## config.mk

```make
export PLATFORM = sky130hd
export DESIGN_NAME = hrs_stack
export DESIGN_NICKNAME = d
export VERILOG_FILES = /design/src/hrs_pkg.sv /design/src/hrs_mem.sv /design/src/hrs_stack.sv
export VERILOG_INCLUDE_DIRS = /design/src
export SDC_FILE = /design/constraint.sdc
export NUM_CORES = 1
export LEC_CHECK = 0
export ABC_AREA = 1
export BUFFER_PORTS_ARGS = -buffer_cell sky130_fd_sc_hd__buf_2
export CAP_MARGIN = 5
export CORE_ASPECT_RATIO = 0.9
export CORE_MARGIN = 2
export CORE_UTILIZATION = 60
export CTS_CLUSTER_DIAMETER = 120
export DETAILED_ROUTE_END_ITERATION = 8
export GPL_TIMING_DRIVEN = 0
export HOLD_SLACK_MARGIN = 0.06
export PLACE_DENSITY = 0.78
export SLEW_MARGIN = 10
export SYNTH_ARGS = -nofsm -noshare
export SYNTH_HDL_FRONTEND = slang
export SYNTH_HIERARCHICAL = 1
export SYNTH_SLANG_ARGS = --single-unit
```

## constraint.sdc

```tcl
create_clock -name clk -period 3.1 [get_ports clk]
set_input_delay 0.775 -clock clk [delete_from_list [all_inputs] [get_ports clk]]
set_output_delay 0.775 -clock clk [all_outputs]
set_load 0.01 [all_outputs]
```

## src/hrs_map.svh

```systemverilog
// register offsets, field positions and reset values of the return stack
`ifndef HRS_MAP_SVH
`define HRS_MAP_SVH
`define HRS_OFF_PTR      4'h0
`define HRS_OFF_TOS_LO   4'h1
`define HRS_OFF_TOS_HI   4'h2
`define HRS_OFF_FLAGS    4'h3
`define HRS_OFF_IRQ_EN   4'h4
`define HRS_PTR_RESET    5'h1f
`define HRS_EMPTY_ALIAS  4'he
`define HRS_BIT_OVF      0
`define HRS_BIT_UNF      1
`define HRS_BIT_FRE      7
`endif

```

## src/hrs_pkg.sv

```systemverilog
// types shared by the return stack files
`default_nettype none
package hrs_pkg;
   typedef enum logic [1:0] {
      HRS_OP_NONE = 2'b00,
      HRS_OP_PUSH = 2'b01,
      HRS_OP_POP  = 2'b10
   } hrs_op_t;
endpackage
`default_nettype wire

```

## src/hrs_mem.sv

```systemverilog
// entry storage of the return stack, registered read data
`default_nettype none
module hrs_mem #(
   parameter int DEPTH = 16,
   parameter int WIDTH = 15,
   parameter int AW    = 4
) (
   input  wire logic             clk,
   input  wire logic             we,
   input  wire logic [AW-1:0]    waddr,
   input  wire logic [WIDTH-1:0] wdata,
   input  wire logic [AW-1:0]    raddr,
   output var  logic [WIDTH-1:0] rdata
);
   logic [WIDTH-1:0] cells [DEPTH];

   // no reset: storage contents are unknown at power up
   always_ff @(posedge clk) begin
      if (we) begin
         cells[waddr] <= wdata;
      end
   end

   always_ff @(posedge clk) begin
      if (we && (waddr == raddr)) begin
         rdata <= wdata;
      end else begin
         rdata <= cells[raddr];
      end
   end
endmodule
`default_nettype wire

```

## src/hrs_stack.sv

```systemverilog
// hardware return-address stack with pointer, top-of-stack access and fault flags
//
// The address-and-strobe port and the register addresses are this design's own decisions.
`include "hrs_map.svh"
`default_nettype none
module hrs_stack #(
   parameter int DEPTH = 16,
   parameter int PCW   = 15,
   parameter int PTRW  = 5
) (
   input  wire logic            clk,
   input  wire logic            nrst,
   input  wire logic            stack_fault_reset_enable,
   input  wire logic            push,
   input  wire logic            pop,
   input  wire logic [PCW-1:0]  pc_in,
   output var  logic [PCW-1:0]  pc_out,
   output var  logic            pc_out_valid,
   output var  logic            stack_fault_reset,
   input  wire logic [3:0]      addr,
   input  wire logic [7:0]      wdata,
   input  wire logic            wr,
   input  wire logic            rd,
   output var  logic [7:0]      rdata,
   output var  logic            irq
);
   localparam int AW = PTRW - 1;

   // ****************************************
   // state
   // ****************************************
   logic [PTRW-1:0]  stack_pointer_register;
   logic             stack_overflow_flag;
   logic             stack_underflow_flag;
   logic [1:0]       irq_mask;
   logic [PCW-1:0]   mem_rdata;
   logic [AW-1:0]    mem_raddr;
   logic [AW-1:0]    mem_waddr;
   logic [PCW-1:0]   mem_wdata;
   logic             mem_we;
   logic [PTRW-1:0]  next_ptr;
   logic             ovf_evt;
   logic             unf_evt;
   logic             sw_ptr_wr;
   logic             sw_lo_wr;
   logic             sw_hi_wr;
   logic             empty;
   logic [PCW-1:0]   top_of_stack_pair;
   logic [7:0]       top_of_stack_low;
   logic [7:0]       top_of_stack_high;
   logic             pop_q;
   hrs_pkg::hrs_op_t op;

   // ****************************************
   // sequencer requests
   // ****************************************
   // push or pop request, push wins
   always_comb begin
      if (push) begin
         op = hrs_pkg::HRS_OP_PUSH;
      end else if (pop) begin
         op = hrs_pkg::HRS_OP_POP;
      end else begin
         op = hrs_pkg::HRS_OP_NONE;
      end
   end

   assign sw_ptr_wr = wr && (addr == `HRS_OFF_PTR);
   assign sw_lo_wr  = wr && (addr == `HRS_OFF_TOS_LO);
   assign sw_hi_wr  = wr && (addr == `HRS_OFF_TOS_HI);

   always_comb begin
      next_ptr = stack_pointer_register;
      ovf_evt  = 1'b0;
      unf_evt  = 1'b0;
      case (op)
         hrs_pkg::HRS_OP_PUSH: begin
            if (stack_pointer_register == 5'h0f) begin
               ovf_evt  = 1'b1;
               next_ptr = 5'h00;
            end else begin
               next_ptr = stack_pointer_register + 5'h01;
            end
         end
         hrs_pkg::HRS_OP_POP: begin
            if (stack_pointer_register == `HRS_PTR_RESET) begin
               unf_evt  = 1'b1;
               next_ptr = 5'h0f;
            end else if (stack_pointer_register == 5'h00) begin
               next_ptr = `HRS_PTR_RESET;
            end else begin
               next_ptr = stack_pointer_register - 5'h01;
            end
         end
         default: begin
            next_ptr = stack_pointer_register;
         end
      endcase
   end

   // ****************************************
   // pointer
   // ****************************************
   // reset empty
   always_ff @(posedge clk) begin
      if (!nrst) begin
         stack_pointer_register <= `HRS_PTR_RESET;
      end else if (op != hrs_pkg::HRS_OP_NONE) begin
         stack_pointer_register <= next_ptr;
      end else if (sw_ptr_wr) begin
         stack_pointer_register <= wdata[PTRW-1:0];
      end
   end

   // ****************************************
   // storage port
   // ****************************************
   assign empty = (stack_pointer_register == `HRS_PTR_RESET);

   always_comb begin
      if (op != hrs_pkg::HRS_OP_NONE) begin
         mem_raddr = next_ptr[AW-1:0];
      end else if (sw_ptr_wr) begin
         // a pointer written to empty must show the alias entry at once
         if (wdata[PTRW-1:0] == `HRS_PTR_RESET) begin
            mem_raddr = `HRS_EMPTY_ALIAS;
         end else begin
            mem_raddr = wdata[AW-1:0];
         end
      end else if (empty) begin
         mem_raddr = `HRS_EMPTY_ALIAS;
      end else begin
         mem_raddr = stack_pointer_register[AW-1:0];
      end
      if (op == hrs_pkg::HRS_OP_POP && next_ptr == `HRS_PTR_RESET) begin
         mem_raddr = `HRS_EMPTY_ALIAS;
      end
   end

   always_comb begin
      mem_we    = 1'b0;
      mem_waddr = stack_pointer_register[AW-1:0];
      mem_wdata = top_of_stack_pair;
      if (op == hrs_pkg::HRS_OP_PUSH) begin
         mem_we    = 1'b1;
         mem_waddr = next_ptr[AW-1:0];
         mem_wdata = pc_in;
      end else if ((sw_lo_wr || sw_hi_wr) && !empty) begin
         mem_we = 1'b1;
         if (sw_lo_wr) begin
            mem_wdata = {top_of_stack_pair[PCW-1:8], wdata};
         end else begin
            mem_wdata = {wdata[PCW-9:0], top_of_stack_pair[7:0]};
         end
      end
   end

   hrs_mem #(
      .DEPTH (DEPTH),
      .WIDTH (PCW),
      .AW    (AW)
   ) u_mem (
      .clk   (clk),
      .we    (mem_we),
      .waddr (mem_waddr),
      .wdata (mem_wdata),
      .raddr (mem_raddr),
      .rdata (mem_rdata)
   );

   // ****************************************
   // top of stack view
   // ****************************************
   // zero when guarded and empty
   always_comb begin
      if (empty && stack_fault_reset_enable) begin
         top_of_stack_pair = '0;
      end else begin
         top_of_stack_pair = mem_rdata;
      end
   end

   assign top_of_stack_low  = top_of_stack_pair[7:0];
   assign top_of_stack_high = {1'b0, top_of_stack_pair[PCW-1:8]};

   // ****************************************
   // return path
   // ****************************************
   // entry is read before the pointer moves, so the value leaving is the one popped
   always_ff @(posedge clk) begin
      if (!nrst) begin
         pop_q <= 1'b0;
      end else begin
         pop_q <= (op == hrs_pkg::HRS_OP_POP);
      end
   end

   assign pc_out_valid = pop_q;

   always_ff @(posedge clk) begin
      if (!nrst) begin
         pc_out <= '0;
      end else begin
         if (op == hrs_pkg::HRS_OP_POP) begin
            pc_out <= top_of_stack_pair;
         end
      end
   end

   // ****************************************
   // fault flags
   // ****************************************
   // flags set regardless of mode
   // set wins over a software write-one clear
   always_ff @(posedge clk) begin
      if (!nrst) begin
         stack_overflow_flag  <= 1'b0;
         stack_underflow_flag <= 1'b0;
      end else begin
         if (ovf_evt) begin
            stack_overflow_flag <= 1'b1;
         end else if (wr && addr == `HRS_OFF_FLAGS && wdata[`HRS_BIT_OVF]) begin
            stack_overflow_flag <= 1'b0;
         end
         if (unf_evt) begin
            stack_underflow_flag <= 1'b1;
         end else if (wr && addr == `HRS_OFF_FLAGS && wdata[`HRS_BIT_UNF]) begin
            stack_underflow_flag <= 1'b0;
         end
      end
   end

   always_ff @(posedge clk) begin
      if (!nrst) begin
         stack_fault_reset <= 1'b0;
      end else begin
         stack_fault_reset <= stack_fault_reset_enable && (ovf_evt || unf_evt);
      end
   end

   always_ff @(posedge clk) begin
      if (!nrst) begin
         irq_mask <= 2'h0;
      end else if (wr && addr == `HRS_OFF_IRQ_EN) begin
         irq_mask <= wdata[1:0];
      end
   end

   assign irq = |({stack_underflow_flag, stack_overflow_flag} & irq_mask);

   // ****************************************
   // register reads
   // ****************************************
   // software reads
   // software must mask interrupts around pointer edits
   always_ff @(posedge clk) begin
      if (!nrst) begin
         rdata <= 8'h00;
      end else if (rd) begin
         case (addr)
            `HRS_OFF_PTR:    rdata <= {3'h0, stack_pointer_register};
            `HRS_OFF_TOS_LO: rdata <= top_of_stack_low;
            `HRS_OFF_TOS_HI: rdata <= top_of_stack_high;
            `HRS_OFF_FLAGS:  rdata <= {stack_fault_reset_enable, 5'h00,
                                       stack_underflow_flag, stack_overflow_flag};
            `HRS_OFF_IRQ_EN: rdata <= {6'h00, irq_mask};
            default:         rdata <= 8'h00;
         endcase
      end else begin
         rdata <= 8'h00;
      end
   end
endmodule
`default_nettype wire

```

==> flow_metrics.tcl <==
set metrics [dict create \
    syn_nets 1368 \
    drt_iter0_markers 1261 \
    rows 50 \
    cap_violations 0 \
    fin_hold_ws_ns 0.4634 \
    criticalPathCategory "flop to flop" \
    htreeDepth 1 \
    drt_first_pass_iters 6 \
    crit_path_start_kind "flop" \
    die_w_um 156.1 \
    slowest_delay_ns 0.72 \
    crit_top_cell "nand2_1" \
    setup_violations 0 \
    swShare_pct 32.05 \
    avgRoutedWirePerCell_um 20.80 \
    finalHoldViolCount 0 \
    cts_buffer_depth 3 \
    intPower_uw 6973 \
    outcome "complete, no violations" \
    grt_first_pass_wirelength_um 52960 \
    antennaDiodeCount 0 \
    clock_skew_ns 0.01453 \
    clk_pin_slew_worst_paths_ns 0.06 \
    grt_pass1_vias 9126 \
    min_from "stack_overflow_flag" \
    whs_path_depth 2 \
    hold_path_end "stack_overflow_flag" \
    r2r_cells 11 \
    dieArea_sq_mm 0.02199 \
    seqPwrFrac_pct 43.6 \
    yosysWarningCount 6 \
    core_sq_mm 0.02064 \
    critPathMaxFanout 16 \
    end_kind "flop" \
    powerDensity_mw_per_mm2 713.7 \
    power_frac_comb_pct 23.7 \
    syn_area_per_cell_sq_um 9.379 \
    worstMarginPinSlew_ns 0.9143 \
    drive_gt1_share_pct 14.49 \
    clkPwrFrac_pct 32.7 \
    max_freq_mhz 325.3 \
    insertion_delay_ns 0.55 \
    cts_tree "yes" \
    gr-total-overflow 0 \
    ir_worst_vdd_v 0.0004624 \
    fin_crit_sh_pct 99.17 \
    start_util_pct 60.52 \
    final.min_clock_period_ns 3.074 \
    clkSinkCount 278 \
    grt_max_degree 17 \
    drc 0 \
    netlist_instances 1332 \
    io_pins 60 \
    ctsHoldBuffers 0 \
    syn_to_final_growth_pct 15.10 \
    drtAntennaViolNets 0 \
    path_cells "buf_2, inv_2, clkbuf_1, nand2_1, nand3_1, nand3_1, nand2_1, nand2_1, nand2_1, o21ai_0, o21ai_2" \
    synth.distinct_cells 32 \
    finalWirelength_um 35700 \
    die_h_um 140.9 \
    drv_slew 0 \
    netlist_area_sq_mm 0.01249 \
    antenna_found_initial 0 \
    hold_path_class "flop to flop" \
    ff2ff_setup_slack_ns 0.03 \
    cts.root.buffer_cell "clkbuf_16" \
    critPathArrivalTime_ns 3.29 \
    leakagePower_uw 0.006398 \
    power.total_uw 10260 \
    nets 1470 \
    switchingPower_uw 3289 \
    r2r_end "u_mem/cells[4][10]" \
    portBuffers 58 \
    routabilityCongestion 0.9618 \
    slowest_stage "o21ai_2" \
    slew_headroom_pct 39.04 \
    cts_buffers 28 \
    cp.required_ns 3.31 \
    hpwl_um 25000 \
    via_per_inst 5.752 \
    rsz0062_at_grt "true" \
    grt_use_total_pct 32.72 \
    synth_seq_cells 278 \
    vias 9870 \
    ys_seq_area_share_pct 63.78 \
]
power groups by stage:
stage | clock network (uW) | registers, uW | logic (uW)
global route | 3510 | 4480 | 2600
floorplan | 0 | 4540 | 1330
global placement | 0 | 4560 | 2170
CTS | 3380 | 4470 | 2320
detailed placement | 0 | 4550 | 2310
finish | 3360 | 4470 | 2430
how the worst max path moves through the flow:
stage                              end  slack, ns  depth (start not counted)
CTS                  u_mem/cells[6][0]       0.01                          6
global placement    u_mem/cells[14][6]      -1.46                         10
finish              u_mem/cells[4][10]       0.03                         11
floorplan           u_mem/cells[10][0]       0.17                          6
detailed placement   u_mem/cells[2][9]      -0.75                          7
global route        u_mem/cells[3][11]      -0.11                          9
logic make-up (layout without fill, tap and decap cells):
family | count (synthesis) | after routing | share of synthesized area (%)
compound gates | 96 | 96 | 4.076
simple gates | 671 | 671 | 22.85
fa+ha+maj | 2 | 2 | 0.2003
flops | 278 | 278 | 63.78
xor+xnor | 1 | 1 | 0.07012
buf+inv | 284 | 408 | 9.024
through the flow:
stage | std cells | utilization (%) | setup WS, ns | setup TNS [ns] | area (sq um)
global placement | 1650 | 63.50 | -1.460 | -312.02 | 13110
floorplan | 1332 | - | 0.1719 | 0 | 12490
global route | 1716 | 69.65 | -0.1087 | -4.572 | 14380
CTS | 1715 | 69.25 | 0.01439 | 0 | 14300
finish | 1716 | 69.65 | 0.02558 | 0 | 14380
detailed placement | 1663 | 64.65 | -0.7482 | -94.75 | 13350
layout make-up:
cell class,count,area (sq um)
flip-flops and latches,278,7968
multi-input cells,770,3548
fillers,1526,6265
clock buffers,36,815.8
repair buffers,72,479.2
clock inverters,16,115.1
inverters,222,833.3
well taps,260,325.3
plain buffers,62,295.3
worst max-delay path: cells and delay by family (launching register included):
family          cells  cell delay [ns]
compound gates      2             0.82
buf+inv             3             0.85
flops               1             0.30
simple gates        6             0.75
layer usage:
metal	up-vias	global-route usage (%)	routed length (um)
met2	606	48.84	15830
met4	0	11.11	1217
li1	4537	-	-
met5	-	0	0
met3	80	7.470	4652
met1	4647	47.95	13990
synthesized netlist by cell type (all sizes together):
master | instances | area share (%)
a211oi | 1 | 0.060
a21oi | 21 | 0.84
a31oi | 1 | 0.050
and2 | 1 | 0.050
and3 | 1 | 0.050
buf | 41 | 1.7
clkbuf | 21 | 0.63
dfxtp | 38 | 6.1
edfxtp | 240 | 58
ha | 2 | 0.20
inv | 222 | 6.7
nand2 | 414 | 13
nand3 | 202 | 8.3
nand3b | 2 | 0.12
nand4 | 4 | 0.20
nor2 | 46 | 1.6
nor3 | 1 | 0.040
o2111ai | 1 | 0.070
o211ai | 3 | 0.18
o21a | 1 | 0.060
o21ai | 59 | 2.4
o22ai | 9 | 0.45
xor2 | 1 | 0.070
registers in the layout (all words and copies together) (netlist names), named ones only:
signal,cells
stack_fault_reset,1
u_mem/cells,240
stack_underflow_flag,1
pc_out_valid,1
pc_out,15
rdata,8
irq_mask,2
stack_pointer_register,5
stack_overflow_flag,1
what timing repair did:
item                                    CTS  global route
pin swaps                                 0             1
buffers inserted                          0             1
endpoints found under the setup margin   93           219
resized for setup                         6            13
placed cells by master, fill, tap and decap left out, types with 2 or more instances in the layout:
cell         n
nand2_1    409
edfxtp_1   240
inv_1      217
nand3_1    197
buf_2       92
dfxtp_1     38
o21ai_0     32
clkbuf_16   31
nor2_1      25
clkbuf_1    21
a21oi_1     21
o21ai_1     13
nor2_2      12
o21ai_2     11
clkinv_2    10
nor2_4       9
o22ai_1      9
buf_8        7
buf_6        6
nand2_2      5
nand3_2      5
inv_2        5
buf_4        4
nand4_1      4
buf_1        3
o21ai_4      3
o211ai_1     3
clkbuf_4     3
ha_1         2
clkinv_4     2
nand3b_1     2
No activity file was read; power rests on OpenSTA's default activity.
